### src/rtl/aas_pkg.sv
// shared constants for the alert aggregation and signalling block
package aas_pkg;

   // link topology selection
   localparam logic [1:0] TOPO_EXT_LOOP  = 2'h0;
   localparam logic [1:0] TOPO_INT_LOOP  = 2'h1;
   localparam logic [1:0] TOPO_DIFF_ALRT = 2'h2;
   localparam logic [1:0] TOPO_DUAL      = 2'h3;

   // register indices on the plain port
   localparam logic [3:0] ADDR_STATUS   = 4'h0;
   localparam logic [3:0] ADDR_ENABLE   = 4'h1;
   localparam logic [3:0] ADDR_CTRL     = 4'h2;
   localparam logic [3:0] ADDR_PACKET   = 4'h3;
   localparam logic [3:0] ADDR_TOPCELL  = 4'h4;
   localparam logic [3:0] ADDR_DIAG_B   = 4'h5;
   localparam logic [3:0] ADDR_IRQ_STAT = 4'h6;
   localparam logic [3:0] ADDR_IRQ_MASK = 4'h7;
   localparam logic [3:0] ADDR_DIAG_A   = 4'h8;

   // primary status bit positions
   localparam int BIT_SCAN     = 15;
   localparam int BIT_POR      = 14;
   localparam int BIT_MISMATCH = 13;
   localparam int BIT_DIAG_A   = 1;
   localparam int BIT_DIAG_B   = 0;

   // control register fields
   localparam int CTRL_TOPO_LSB  = 0;
   localparam int CTRL_HW_EN     = 2;
   localparam int CTRL_IDLE_HIZ  = 3;
   localparam int CTRL_DC_TEST   = 4;

   // diagnostic register positions
   localparam int DIAG_B_USER    = 0;
   localparam int DIAG_A_LV_UV   = 0;
   localparam int DIAG_A_HV_UV   = 1;
   localparam int DIAG_A_BALSW   = 2;

   // values after reset
   localparam logic [15:0] STATUS_RST = 16'h4000;
   localparam logic [15:0] ENABLE_RST = 16'h0000;
   localparam logic [4:0]  CTRL_RST   = 5'h00;
   localparam logic [3:0]  TOPCELL_RST = 4'hD;

   // timing
   localparam int CLK_MHZ        = 125;
   localparam int SQ_HALF_NS     = 250;
   localparam int SQ_HALF_CYC    = SQ_HALF_NS * CLK_MHZ / 1000;
   localparam int DET_TIME_NS    = 25000;
   localparam int DET_CYC        = (DET_TIME_NS * CLK_MHZ + 999) / 1000;
   localparam int HALF_TOL_CYC   = 6;
   localparam logic [5:0] HALF_MIN = 6'(SQ_HALF_CYC - HALF_TOL_CYC);
   localparam logic [5:0] HALF_MAX = 6'(SQ_HALF_CYC + HALF_TOL_CYC);

   // interrupt status bits
   localparam int IRQ_ALERT  = 0;
   localparam int IRQ_UPLINK = 1;

endpackage : aas_pkg

### src/rtl/aas_alert_top.sv
// alert aggregation, masking, packet word and alert pin signalling
// Operation
// - two-bit topology select chooses loopback, differential alert or dual mode
// - disabled interface sends nothing outside DC test mode and alert input is ignored
// - no alert outside DC test: output high-Z when idle-high-Z set, else driven low
// - differential topology without test mode keeps output at idle level
// - unmasked fault drives 2 MHz square wave at 50% duty
// - output lasts as long as fault, refreshed at scan rate
// - uplink alert recognised only after 25 us at expected frequency
// - enables mask the hardware alert but never the raw flags
// - hardware alert is OR of enabled flags except bit 6, plus power-on flag
// - power-on flag has no enable and always contributes
// - packet word bits 15 and 6 zero, bit 14 power-on flag
// - packet bits 13..7 carry masked mismatch and over/under flags
// - packet bits 5..0 carry masked PEC through diagnostic summaries
// - scan-done flag excluded from packet but usable in hardware alert
// - top-cell values mask balance-switch alerts unless they differ
// - low-supply undervoltage flag held off until power-on flag cleared
// - HV undervoltage flag suppressed until first power-on clear
// - user alert bit forces diagnostic summary b, making the alert active when bit 0 is enabled
module aas_alert_top
   import aas_pkg::*;
(
   // clock and reset
   input  wire logic        ref_clk_i,
   input  wire logic        arst_n_i,
   // raw fault events from measurement and diagnostics
   input  wire logic [15:0] fault_evt_i,
   input  wire logic        lv_supply_uv_i,
   input  wire logic        hv_uv_i,
   input  wire logic        balance_switch_diag_i,
   input  wire logic        scan_tick_i,
   // register port
   input  wire logic [3:0]  reg_addr_i,
   input  wire logic [15:0] reg_wdata_i,
   input  wire logic        reg_wr_i,
   input  wire logic        reg_rd_i,
   output logic      [15:0] reg_rdata_o,
   // alert pins
   input  wire logic        alert_in_pin_i,
   output logic             alert_out_pin_o,
   output logic             alert_out_pin_oe_o,
   // status outputs
   output logic      [15:0] packet_status_word_o,
   output logic             uplink_alert_o,
   output logic             irq_o
);

   logic [1:0]  rst_sync_q;
   logic        rst_n;
   logic [15:0] status_q;
   logic [15:0] enable_q;
   logic [4:0]  ctrl_q;
   logic [3:0]  top_a_q;
   logic [3:0]  top_b_q;
   logic        user_q;
   logic [2:0]  diag_a_q;
   logic        por_cleared_q;
   logic [1:0]  irq_stat_q;
   logic [1:0]  irq_mask_q;
   logic [1:0]  in_sync_q;
   logic        in_prev_q;
   logic [5:0]  half_cnt_q;
   logic [12:0] good_cnt_q;
   logic        uplink_q;
   logic [5:0]  sq_cnt_q;
   logic        sq_q;
   logic        alert_lat_q;
   logic        out_q;
   logic        oe_q;
   logic [15:0] pkt_q;
   logic        irq_q;

   logic [15:0] masked;
   logic [15:0] pkt_d;
   logic        active_d;
   logic [1:0]  topo;
   logic        hw_en;
   logic        idle_hiz;
   logic        dc_test;
   logic        balsw_masked;
   logic        por_clr_wr;
   logic        in_edge;
   logic [1:0]  irq_set;

   typedef enum logic [1:0]
   {
      OUT_IDLE  = 2'b00,
      OUT_WAVE  = 2'b01,
      OUT_LOW   = 2'b10,
      OUT_HIGH  = 2'b11
   } aas_out_t;
   aas_out_t out_mode;

   function automatic logic is_wr(input logic [3:0] a);
      is_wr = reg_wr_i && (reg_addr_i == a);
   endfunction : is_wr

   // reset release through two flops
   always_ff @(posedge ref_clk_i or negedge arst_n_i)
   begin
      if (!arst_n_i)
         rst_sync_q <= 2'h0;
      else
         rst_sync_q <= {rst_sync_q[0], 1'b1};
   end
   assign rst_n = rst_sync_q[1];

   assign topo     = ctrl_q[CTRL_TOPO_LSB +: 2];
   assign hw_en    = ctrl_q[CTRL_HW_EN];
   assign idle_hiz = ctrl_q[CTRL_IDLE_HIZ];
   assign dc_test  = ctrl_q[CTRL_DC_TEST];
   assign por_clr_wr = is_wr(ADDR_STATUS) && reg_wdata_i[BIT_POR];

   // balance-switch diag only reported when the two top cells differ
   assign balsw_masked = (top_a_q == top_b_q);

   // diagnostic register a: gated supply flags and balance-switch
   always_ff @(posedge ref_clk_i or negedge rst_n)
   begin
      if (!rst_n)
      begin
         diag_a_q      <= 3'h0;
         por_cleared_q <= 1'b0;
      end
      else
      begin
         if (por_clr_wr)
            por_cleared_q <= 1'b1;
         if (is_wr(ADDR_DIAG_A))
            diag_a_q <= diag_a_q & ~reg_wdata_i[2:0];
         // sets after the clear so a late event still lands
         if (lv_supply_uv_i && !status_q[BIT_POR])
            diag_a_q[DIAG_A_LV_UV] <= 1'b1;
         if (hv_uv_i && por_cleared_q)
            diag_a_q[DIAG_A_HV_UV] <= 1'b1;
         if (balance_switch_diag_i && !balsw_masked)
            diag_a_q[DIAG_A_BALSW] <= 1'b1;
      end
   end

   // raw status: sticky, write one to clear, set wins, bit 1 follows diag a; never masked
   always_ff @(posedge ref_clk_i or negedge rst_n)
   begin
      if (!rst_n)
         status_q <= STATUS_RST;
      else
      begin
         status_q <= (status_q & ~(is_wr(ADDR_STATUS) ? reg_wdata_i : 16'h0))
                     | fault_evt_i;
         status_q[BIT_DIAG_A] <= (|diag_a_q) || fault_evt_i[BIT_DIAG_A];
         // user bit forces the summary, keeping the path testable
         status_q[BIT_DIAG_B] <= user_q || fault_evt_i[BIT_DIAG_B] ||
            (status_q[BIT_DIAG_B] &&
             !(is_wr(ADDR_STATUS) && reg_wdata_i[BIT_DIAG_B]));
      end
   end

   // configuration registers
   always_ff @(posedge ref_clk_i or negedge rst_n)
   begin
      if (!rst_n)
      begin
         enable_q   <= ENABLE_RST;
         ctrl_q     <= CTRL_RST;
         top_a_q    <= TOPCELL_RST;
         top_b_q    <= TOPCELL_RST;
         user_q     <= 1'b0;
         irq_mask_q <= 2'h0;
      end
      else
      begin
         if (is_wr(ADDR_ENABLE))
            enable_q <= reg_wdata_i;
         if (is_wr(ADDR_CTRL))
            ctrl_q <= reg_wdata_i[4:0];
         if (is_wr(ADDR_TOPCELL))
         begin
            top_a_q <= reg_wdata_i[3:0];
            top_b_q <= reg_wdata_i[11:8];
         end
         if (is_wr(ADDR_DIAG_B))
            user_q <= reg_wdata_i[DIAG_B_USER];
         if (is_wr(ADDR_IRQ_MASK))
            irq_mask_q <= reg_wdata_i[1:0];
      end
   end

   // masking; power-on bit has no enable
   always_comb
   begin
      masked = status_q & enable_q;
      masked[BIT_POR] = status_q[BIT_POR];
      // bit 6 is no alert source, keep it out of the aggregate
      masked[6] = 1'b0;
      active_d = |masked;
      pkt_d = masked;
      pkt_d[15] = 1'b0;
      pkt_d[6]  = 1'b0;
      pkt_d[BIT_POR] = status_q[BIT_POR];
      // bits 13..7 and 5..0 follow the status layout directly
      pkt_d[13:7] = status_q[13:7] & enable_q[13:7];
      pkt_d[5:0]  = status_q[5:0] & enable_q[5:0];
   end

   // alert latch refreshed only at scan ticks
   always_ff @(posedge ref_clk_i or negedge rst_n)
   begin
      if (!rst_n)
      begin
         alert_lat_q <= 1'b0;
         pkt_q       <= 16'h0000;
      end
      else
      begin
         pkt_q <= pkt_d;
         if (scan_tick_i)
            alert_lat_q <= active_d;
      end
   end

   // 2 MHz square wave generator
   always_ff @(posedge ref_clk_i or negedge rst_n)
   begin
      if (!rst_n)
      begin
         sq_cnt_q <= 6'h00;
         sq_q     <= 1'b0;
      end
      else if (!alert_lat_q)
      begin
         sq_cnt_q <= 6'h00;
         sq_q     <= 1'b1;
      end
      else if (sq_cnt_q == 6'(SQ_HALF_CYC - 1))
      begin
         sq_cnt_q <= 6'h00;
         sq_q     <= ~sq_q;
      end
      else
         sq_cnt_q <= sq_cnt_q + 6'h01;
   end

   // output driver selection
   always_comb
   begin
      if (dc_test)
         out_mode = alert_lat_q ? OUT_LOW : OUT_HIGH;
      else if (!hw_en || !alert_lat_q)
         out_mode = OUT_IDLE;
      else if (topo == TOPO_DIFF_ALRT)
         out_mode = OUT_IDLE;
      else
         out_mode = OUT_WAVE;
   end

   always_ff @(posedge ref_clk_i or negedge rst_n)
   begin
      if (!rst_n)
      begin
         out_q <= 1'b0;
         oe_q  <= 1'b0;
      end
      else
      begin
         case (out_mode)
            OUT_IDLE:
            begin
               out_q <= 1'b0;
               oe_q  <= ~idle_hiz;
            end
            OUT_WAVE:
            begin
               out_q <= sq_q;
               oe_q  <= 1'b1;
            end
            OUT_LOW:
            begin
               out_q <= 1'b0;
               oe_q  <= 1'b1;
            end
            OUT_HIGH:
            begin
               out_q <= 1'b1;
               oe_q  <= 1'b1;
            end
            default:
            begin
               out_q <= 1'b0;
               oe_q  <= 1'b0;
            end
         endcase
      end
   end

   // uplink detector; pin input synchronised first
   always_ff @(posedge ref_clk_i or negedge rst_n)
   begin
      if (!rst_n)
      begin
         in_sync_q <= 2'h0;
         in_prev_q <= 1'b0;
      end
      else
      begin
         in_sync_q <= {in_sync_q[0], alert_in_pin_i};
         in_prev_q <= in_sync_q[1];
      end
   end
   assign in_edge = in_sync_q[1] ^ in_prev_q;

   // every half period must fall in tolerance; any miss restarts
   always_ff @(posedge ref_clk_i or negedge rst_n)
   begin
      if (!rst_n)
      begin
         half_cnt_q <= 6'h00;
         good_cnt_q <= 13'h0000;
         uplink_q   <= 1'b0;
      end
      else if (!hw_en || topo == TOPO_DIFF_ALRT)
      begin
         half_cnt_q <= 6'h00;
         good_cnt_q <= 13'h0000;
         uplink_q   <= 1'b0;
      end
      else if (in_edge)
      begin
         half_cnt_q <= 6'h00;
         if (half_cnt_q >= HALF_MIN && half_cnt_q <= HALF_MAX)
         begin
            if (good_cnt_q >= 13'(DET_CYC - 1))
               uplink_q <= 1'b1;
            else
               good_cnt_q <= good_cnt_q + 13'(half_cnt_q) + 13'h0001;
         end
         else
         begin
            good_cnt_q <= 13'h0000;
            uplink_q   <= 1'b0;
         end
      end
      else if (half_cnt_q > HALF_MAX)
      begin
         good_cnt_q <= 13'h0000;
         uplink_q   <= 1'b0;
      end
      else
         half_cnt_q <= half_cnt_q + 6'h01;
   end

   // interrupt status: set wins over write-one clear
   assign irq_set = {uplink_q, active_d};
   always_ff @(posedge ref_clk_i or negedge rst_n)
   begin
      if (!rst_n)
      begin
         irq_stat_q <= 2'h0;
         irq_q      <= 1'b0;
      end
      else
      begin
         irq_stat_q <= (irq_stat_q &
            ~(is_wr(ADDR_IRQ_STAT) ? reg_wdata_i[1:0] : 2'h0)) | irq_set;
         irq_q <= |(irq_stat_q & irq_mask_q);
      end
   end

   // read port, data one cycle after strobe
   always_ff @(posedge ref_clk_i or negedge rst_n)
   begin
      if (!rst_n)
         reg_rdata_o <= 16'h0000;
      else if (reg_rd_i)
      begin
         case (reg_addr_i)
            ADDR_STATUS:   reg_rdata_o <= status_q;
            ADDR_ENABLE:   reg_rdata_o <= enable_q;
            ADDR_CTRL:     reg_rdata_o <= {11'h000, ctrl_q};
            ADDR_PACKET:   reg_rdata_o <= pkt_q;
            ADDR_TOPCELL:  reg_rdata_o <= {4'h0, top_b_q, 4'h0, top_a_q};
            ADDR_DIAG_B:   reg_rdata_o <= {15'h0000, user_q};
            ADDR_IRQ_STAT: reg_rdata_o <= {14'h0000, irq_stat_q};
            ADDR_IRQ_MASK: reg_rdata_o <= {14'h0000, irq_mask_q};
            ADDR_DIAG_A:   reg_rdata_o <= {13'h0000, diag_a_q};
            default:       reg_rdata_o <= 16'h0000;
         endcase
      end
      else
         reg_rdata_o <= 16'h0000;
   end

   assign alert_out_pin_o      = out_q;
   assign alert_out_pin_oe_o   = oe_q;
   assign packet_status_word_o = pkt_q;
   assign uplink_alert_o       = uplink_q;
   assign irq_o                = irq_q;

endmodule : aas_alert_top

### config.mk
export PLATFORM = sky130hd
export DESIGN_NAME = aas_alert_top
export DESIGN_NICKNAME = d
export VERILOG_FILES = /design/src/rtl/aas_pkg.sv /design/src/rtl/aas_alert_top.sv
export SDC_FILE = /design/constraint.sdc
export NUM_CORES = 1
export LEC_CHECK = 0
export ABC_AREA = 1
export CORE_MARGIN = 2
export CORE_UTILIZATION = 60
export CTS_BUF_LIST = sky130_fd_sc_hd__clkbuf_4
export DETAILED_ROUTE_END_ITERATION = 8
export DONT_BUFFER_PORTS = 1
export HOLD_SLACK_MARGIN = 0.06
export PLACE_DENSITY_LB_ADDON = 0.15
export SLEW_MARGIN = 0
export SYNTH_ARGS = -nofsm -noshare
export SYNTH_HDL_FRONTEND = slang
export SYNTH_SLANG_ARGS = --single-unit
### constraint.sdc
create_clock -name ref_clk_i -period 4.6 [get_ports ref_clk_i]
set_input_delay 0.92 -clock ref_clk_i [delete_from_list [all_inputs] [get_ports ref_clk_i]]
set_output_delay 0.92 -clock ref_clk_i [all_outputs]
set_load 0.05 [all_outputs]
## Yosys cells after proc, flatten, opt, wreduce, memory -nomap -nowiden

Index checks and enable logic that the tools add are counted.

- $add $sub $neg: 4
- Shifts and indexed selects: 0
- Magnitude comparators: 4
- Multiplexer cells: 31
- Multiply operators: 0
- Bitwise logic cells: 15
- Reductions and logical operators: 38
- Divide/modulo/power cells: 0
- Equality and inequality tests: 18

Operators with widths:

| cell | number |
|---|---|
| $pmux 16 s9 | 1 |
| $mux 13 | 5 |
| $and 16x16->16 | 2 |
| $mux 16 | 2 |
| $mux 6 | 5 |
| $eq 4x3->1 const B | 4 |
| $not 16->16 | 1 |
| $or 16x16->16 | 1 |
| $logic_and 1x1->1 | 15 |
| $reduce_or 15->1 | 1 |
| $add 13x1->13 const B | 1 |
| $add 13x6->13 | 1 |
| $ge 13x12->1 const B | 1 |
| $add 6x1->6 const B | 2 |
| $mux 1 | 12 |
| $eq 4x2->1 const B | 2 |
| $and 7x7->7 | 1 |
| $and 6x6->6 | 1 |
| $eq 2x2->1 const B | 3 |
| $eq 6x5->1 const B | 1 |
| $ge 6x5->1 const B | 1 |
| $gt 6x6->1 const B | 1 |
| $le 6x6->1 const B | 1 |
| $mux 2 | 3 |
| other kinds (27) | 42 |

- RAM bits: 0
- Bits in registers: 120
- Logic and storage cells: 136
- Bits in read-only memories: 0
- Latch bits: 0
- Output and inout port bits: 36
- Memories: 0

## Logic depth before layout (Yosys ltp)

Gate-level depths: netlist of the first run.

- Word-level depth: 7
- Depth in mapped cells: 13
- Depth with buffers taken out: 13

## Worst setup path before layout of the first run

Ideal clock, no wire load.

- Path type: input port to flip-flop
- Start: input reg_addr_i[2]
- End: register status_q[12]
- Stages on the path: 7
- Setup slack: 2705 ps
- Setup time: 123 ps
- Required time: 4477 ps
- Path buffers: 1
- Arrival: 1772 ps
- Cell sequence: nor2_1 > nand2_1 > inv_2 > nand2_1 > clkbuf_1 > o21ai_0 > nand2_1

- Cells in the longest elaborated chain, start to end: 6

Ends and longest elaborated chain:

| what | RTL line | RTL |
|---|---|---|
| start, declared | aas_alert_top.sv:34 | `input wire logic [3:0] reg_addr_i,` |
| $logic_not 4->1 | aas_alert_top.sv:96 | `is_wr = reg_wr_i && (reg_addr_i == a);` |
| $logic_and 1x1->1 | aas_alert_top.sv:96 |  |
| $mux 16 | aas_alert_top.sv:149 | `status_q <= (status_q & ~(is_wr(ADDR_STATUS) ? reg_wdata_i : 16'h0))` |
| $not 16->16 | aas_alert_top.sv:149 |  |
| $and 16x16->16 | aas_alert_top.sv:149 |  |
| $or 16x16->16 | aas_alert_top.sv:150 | `\| fault_evt_i;` |
| end signal, assigned | aas_alert_top.sv:149 |  |
| end signal, assigned by index | aas_alert_top.sv:151 | `status_q[BIT_DIAG_A] <= (\|diag_a_q) \|\| fault_evt_i[BIT_DIAG_A];` |
| end signal, assigned by index | aas_alert_top.sv:153 | `status_q[BIT_DIAG_B] <= user_q \|\| fault_evt_i[BIT_DIAG_B] \|\|` |
| end, declared | aas_alert_top.sv:51 | `logic [15:0] status_q;` |

Every way passes these cells.
A chain may end at the register's enable or synchronous reset.

## Worst setup path after layout of the first run

- Start: input reg_addr_i[2]
- End: register enable_q[14]

- Cells in the longest elaborated chain, start to end: 2

Ends and longest elaborated chain:

| what | RTL line | RTL |
|---|---|---|
| $eq 4x1->1 | aas_alert_top.sv:96 |  |
| $logic_and 1x1->1 | aas_alert_top.sv:96 |  |
| end signal, assigned | aas_alert_top.sv:174 | `enable_q <= reg_wdata_i;` |
| end, declared | aas_alert_top.sv:52 | `logic [15:0] enable_q;` |

Every way passes these cells.

==> results.toml, run 1 <==
[run_status]
status = "completed"

[yosys]
ys_ff_latch = 120
yosys-top-cells-area = "dfrtp_1 50%, nand2_1 13%, inv_1 6.5%"
yosysTopAreaCell = "dfrtp_1"
yosysSeqAreaShare = 0.536
ys_warn_count = 0
avgSynthCellArea_um2 = 8.45
synthArstFlopShare = 1.00
synthCells = 665
syn_area_um2 = 5620
synth.distinct_cells = 48
synth_top_area_share = 0.503
synth-edff-count = 0
synth-main-ff-cell = "dfrtp_1"

[grt]
grt_pass1_wl_um = 20300
grt_overflow = 0
grt_usage = 0.262
grt_start_max_net_pins = 69
first_global_vias = 4298
antenna_found_initial = 1

[detailed_routing]
wl_met2_um = 6330
wirelength_um = 12100
top_layer = "met4"
drt_iter0_markers = 293
ant_nets = 0
wl_met1_um = 4880
first_pass_iters = 5
wl_per_cell_um = 15.2
wl_met3_um = 780
viasPerCell = 5.37
vias = 4297
drc = 0

[die]
initial_core_util = 0.614
ios = 81
core_um2 = 9150
rows = 35
die_w_um = 101
fp.dieH_um = 101
die_area_um2 = 10200

[timing]
setup_slack_ps = 2430
setup_violations = 0
finalCritPeriodShare = 0.471
grt_setup_unrepaired = "false"
tightest_slew_ps = 937
drv_slew = 0
fmax_mhz = 462
fin_worst_skew_ps = 19.3
finalSetupTns_ps = 0
final-hold-violation-count = 0
max-slew-margin-rel = 0.374
fin_crit_ps = 2170

[worst_hold_path]
hold_depth = 0
worstHoldPathType = "flop to flop"

[worst_setup_path]
path_max_fanout = 32
cp.arrival_ps = 2550
worstSetupPathType = "primary input to flop"
cp-end-kind = "flop"
worstSetupStartpointType = "primary input"
worst-r2r-cell-count = 12
cp.required_ps = 4990

[placement]
dp_slack_ps = 1940
io_buffers = 0
dp_hpwl_um = 8800
gp_congestion = 0.915

[clock_tree]
clock_sinks = 120
htreeDepth = 4
clockBufferDepth = 2
cts-buffers-inserted = 17
post_cts_buffers = 0
clk_pin_slew_ps = 120
ctsResizeCount = 0
cts_tree = "yes"
clkLatencyLatePin_ps = 500
ctsRootBufferMaster = "clkbuf_4"

[final_layout]
layout_common_cells = "193 x nand2_1, 112 x dfrtp_1, 97 x inv_1"
drive_above_1_share = 0.0945
final_common_cell = "nand2_1"
fillCellCount = 766
syn_to_final_growth_pct = 7.21
nets = 732

[flow_run]
drv_cap = 0

[power_and_ir_drop]
leakage_nw = 3.06
power.density_nw_per_um2 = 423
ir_drop_mv = 0.245
cell families after synthesis:
kind of cell,share of synthesized area
AND/OR/NAND/NOR,0.231
flip-flops,0.536
buffers and inverters,0.0844
AO/OA/AOI/OAI,0.106
adder cells (fa/ha/maj),0.0281
XOR/XNOR,0.0109
other,0.00134
multiplexers,0.00200
area by class of cell:
type	count	area, um2	area share
Multi-Input combinational cell	426	2140	0.355
Clock buffer	17	128	0.0212
Antenna cell	1	2.50	0.000415
Inverter	107	402	0.0667
Clock inverter	15	174	0.0289
Tap cell	111	139	0.0231
Timing Repair Buffer	3	27.5	0.00457
Sequential cell	120	3020	0.501
timing repair:
action | CTS | global route
endpoints found under the hold margin | 1 | 1
endpoints found under the setup margin | 0 | 0
hold buffers | 1 | 1
per-stage QoR:
stage	std cells	instance area [um2]	utilization	power, W	hold WS, ps
after global placement	765	5700	0.623	0.00176	336
after floorplan	666	5620	-	0.00168	331
after CTS	798	6010	0.657	0.00257	76.4
final	800	6020	0.658	0.00255	382
after global routing	800	6020	0.658	0.00269	356
after detailed placement	765	5700	0.623	0.00178	350
state kept, by name, indices dropped and copies added (netlist names), 2 cells and up:
name and flops:
sq_cnt_q 6, good_cnt_q 13, top_b_q 4, reg_rdata_o 16
packet_status_word_o 14, status_q 16, in_sync_q 2, enable_q 16
half_cnt_q 6, ctrl_q 5, rst_sync_q 2, top_a_q 4
diag_a_q 3, irq_mask_q 2, irq_stat_q 2
path summary, 6_finish.rpt:
kind | from | to | slack [ps]
max | reg_addr_i[2] | enable_q[14] | 2430
min | in_sync_q[0] | in_sync_q[1] | 380
max reg2reg | half_cnt_q[0] | good_cnt_q[8] | 2490
min reg2reg | in_sync_q[0] | in_sync_q[1] | 380
max in group asynchronous | rst_sync_q[1] | packet_status_word_o[14] | 3020
min in group asynchronous | rst_sync_q[1] | sq_q | 420
critical path, cell delays in order:
cell	delay (ps)
nor2_1	200
nand2_1	100
inv_2	270
nand2_1	630
o21ai_0	430
layer usage:
metal,track usage,vias to the layer above
li1,-,2133
met1,0.315,2031
met2,0.444,121
met3,0.0742,12
met4,0.106,0
met5,0,-
cells in the mapped netlist (2+ instances only):
cell,number
inv_1,97
or2_2,3
nand2_4,4
nand3_4,2
dfrtp_1,113
nand4_1,8
o21ai_1,19
buf_4,3
dfstp_2,7
xor2_1,5
a21oi_1,15
nand2_2,3
nor2_1,42
buf_2,4
o21ai_0,46
a211oi_1,2
clkbuf_1,5
a41oi_1,2
a221oi_1,3
nand3_1,31
o22ai_1,4
inv_2,9
xnor2_1,2
nor2_4,2
o31ai_1,2
ha_1,11
nor3_1,3
o21bai_1,4
conb_1,2
nor3b_1,2
nand2_1,193
power breakdown:
group | switching, W | internal, W
logic | 0.000192 | 0.000121
registers | 0.000250 | 0.00120
clock network | 0.000409 | 0.000379
total | 0.000851 | 0.00170
(Power assumes the default switching activity.)
==> run 2, diff against run 1 <==
==> constraint.sdc (replaced) <==
create_clock -name ref_clk_i -period 2.2 [get_ports ref_clk_i]
set_input_delay 0.44 -clock ref_clk_i [delete_from_list [all_inputs] [get_ports ref_clk_i]]
set_output_delay 0.44 -clock ref_clk_i [all_outputs]
set_load 0.05 [all_outputs]
==> run 2 against run 1 <==
Compared with the run above:
- worst hold slack got worse by 280 ps
- flip-flop and latch count did not move
- clock-buffer cell count did not move
- critical endpoint is now good_cnt_q[8]
==> results.toml, run 2 (synthesis gave the netlist of run 1 again) <==
[run_status]
status = "completed"

[power_and_ir_drop]
power.density_nw_per_um2 = 869
power_w = 0.00558
ir_drop_mv = 0.580
leakage_nw = 3.24

[timing]
fin_worst_skew_ps = 15.9
finalCritPeriodShare = 0.886
final-hold-violation-count = 0
max-slew-margin-rel = 0.647
setup_violations = 0
fmax_mhz = 513
grt_setup_unrepaired = "false"
tightest_slew_ps = 530
fin_crit_ps = 1950
drv_slew = 0
setup_slack_ps = 251
finalSetupTns_ps = 0

[clock_tree]
clock_sinks = 120
cts-buffers-inserted = 17
clkLatencyLatePin_ps = 500
cts_tree = "yes"
clockBufferDepth = 2
htreeDepth = 4
clk_pin_slew_ps = 110
ctsRootBufferMaster = "clkbuf_4"

[worst_setup_path]
worstSetupStartpointType = "flop"
cp.arrival_ps = 2370
worstSetupPathType = "flop to flop"
crit_family = "simple AND/OR/NAND/NOR gates"
slowest_delay_ps = 410
path_buf_inv = 2
cp-end-kind = "flop"
cp_slowest_cell = "dfrtp_2"
crit_chain = "inv_1 -> ha_1 -> fa_1 -> inv_1 -> nand3_1 -> nand3_1 -> nand2_1 -> nand3_1 -> nand3_1 -> nor2_1 -> nand3_1 -> o21ai_1"
cp.required_ps = 2620
path_max_fanout = 5
cp_common_cell = "nand3_1"

[final_layout]
syn_to_final_growth_pct = 14.3
multiInputGateArea_um2 = 2140
final_common_cell = "nand2_1"
regArea_um2 = 3020
fillCellCount = 695
drive_above_1_share = 0.105
layout_common_cells = "193 x nand2_1, 111 x dfrtp_1, 97 x inv_1"
reg_top3 = "enable_q: 16 flops, reg_rdata_o: 16 flops, status_q: 16 flops"
antennaDiodeCount = 0
nets = 768
finalNonFillerCells = 835

[detailed_routing]
drt_iter0_markers = 252
wirelength_um = 13000
viasPerCell = 5.44
ant_nets = 0
first_pass_iters = 5
wl_per_cell_um = 15.5
drc = 0
vias = 4544

[placement]
dpl.cell_count = 771
dp_slack_ps = 187
io_buffers = 0
gp_congestion = 0.896
dp_hpwl_um = 9040

[grt]
grt_overflow = 0
grt_pass1_wl_um = 21600
grt_start_max_net_pins = 61
antenna_found_initial = 0
grt_usage = 0.277
first_global_vias = 4565

[die]
initial_core_util = 0.614
die_w_um = 101
rows = 35
fp.dieH_um = 101
core_um2 = 9150
die_area_um2 = 10200
ios = 81

[worst_hold_path]
worstHoldPathType = "primary input to flop"

[flow_run]
drv_cap = 0
## run 2: changes by cell type in the layout (fill, tap and decap cells not counted), sizes merged
cell         before  now
dlygate4sd3       2   31
buf               1    8
clkinv            7    5
bufinv            3    4
diode             1    0
inv             110  111
## run 2: final cells by class
type,instances,area share
sequential,120,0.470
inverter,107,0.0625
tap,111,0.0216
clock inverter,15,0.0337
timing repair buffer,39,0.0596
multi-input combinational,426,0.333
clock buffer,17,0.0199
## run 2: final timing paths
check | end | cells after the start | from | slack (ps)
hold / removal | top_b_q[1] | 2 | reg_wdata_i[9] | 100
setup reg to reg | good_cnt_q[8] | 12 | half_cnt_q[0] | 250
setup / recovery | good_cnt_q[8] | 12 | half_cnt_q[0] | 250
hold reg to reg | status_q[12] | 0 | rst_sync_q[1] | 190
max in group asynchronous | top_a_q[2] | 1 | rst_sync_q[1] | 1350
min in group asynchronous | rst_sync_q[1] | 1 | arst_n_i | 150
## run 2: worst register-to-register path, delay by kind of cell (launching register included)
kind / cells / cell delay, ps
AND/OR/NAND/NOR: 7 / 590
adder cells (fa/ha/maj): 2 / 590
flip-flops: 1 / 410
buffers and inverters: 2 / 200
AO/OA/AOI/OAI: 1 / 70
## run 2: power by group
| group | leakage [nW] | internal, W | switching [W] |
|---|---|---|---|
| sequential | 1.45 | 0.00251 | 0.000503 |
| clock | 0.176 | 0.000931 | 0.000905 |
| combinational | 1.61 | 0.000295 | 0.000440 |
## run 2: metrics by stage
stage               hold WS [ps]  cell area (um2)  utilization
floorplan                    144             5620            -
global placement             144             5760        0.629
detailed placement           144             5760        0.629
CTS                         61.6             6390        0.698
global route                78.2             6420        0.702
finish                       105             6420        0.702
## run 2: routing by layer
metal / GRT usage / wire length (um) / up-vias
met5: 0 / 0 / -
met4: 0.0991 / 306 / 0
met3: 0.0673 / 759 / 33
met2: 0.494 / 6780 / 153
met1: 0.325 / 5100 / 2160
li1: - / - / 2198
## run 2: timing repair
item / 4_1_cts / 5_1_grt
hold endpoints to repair: 35 / 2
gates resized for setup: 0 / 1
endpoints found under the setup margin: 0 / 1
buffers inserted: 0 / 1
hold buffers: 29 / 2
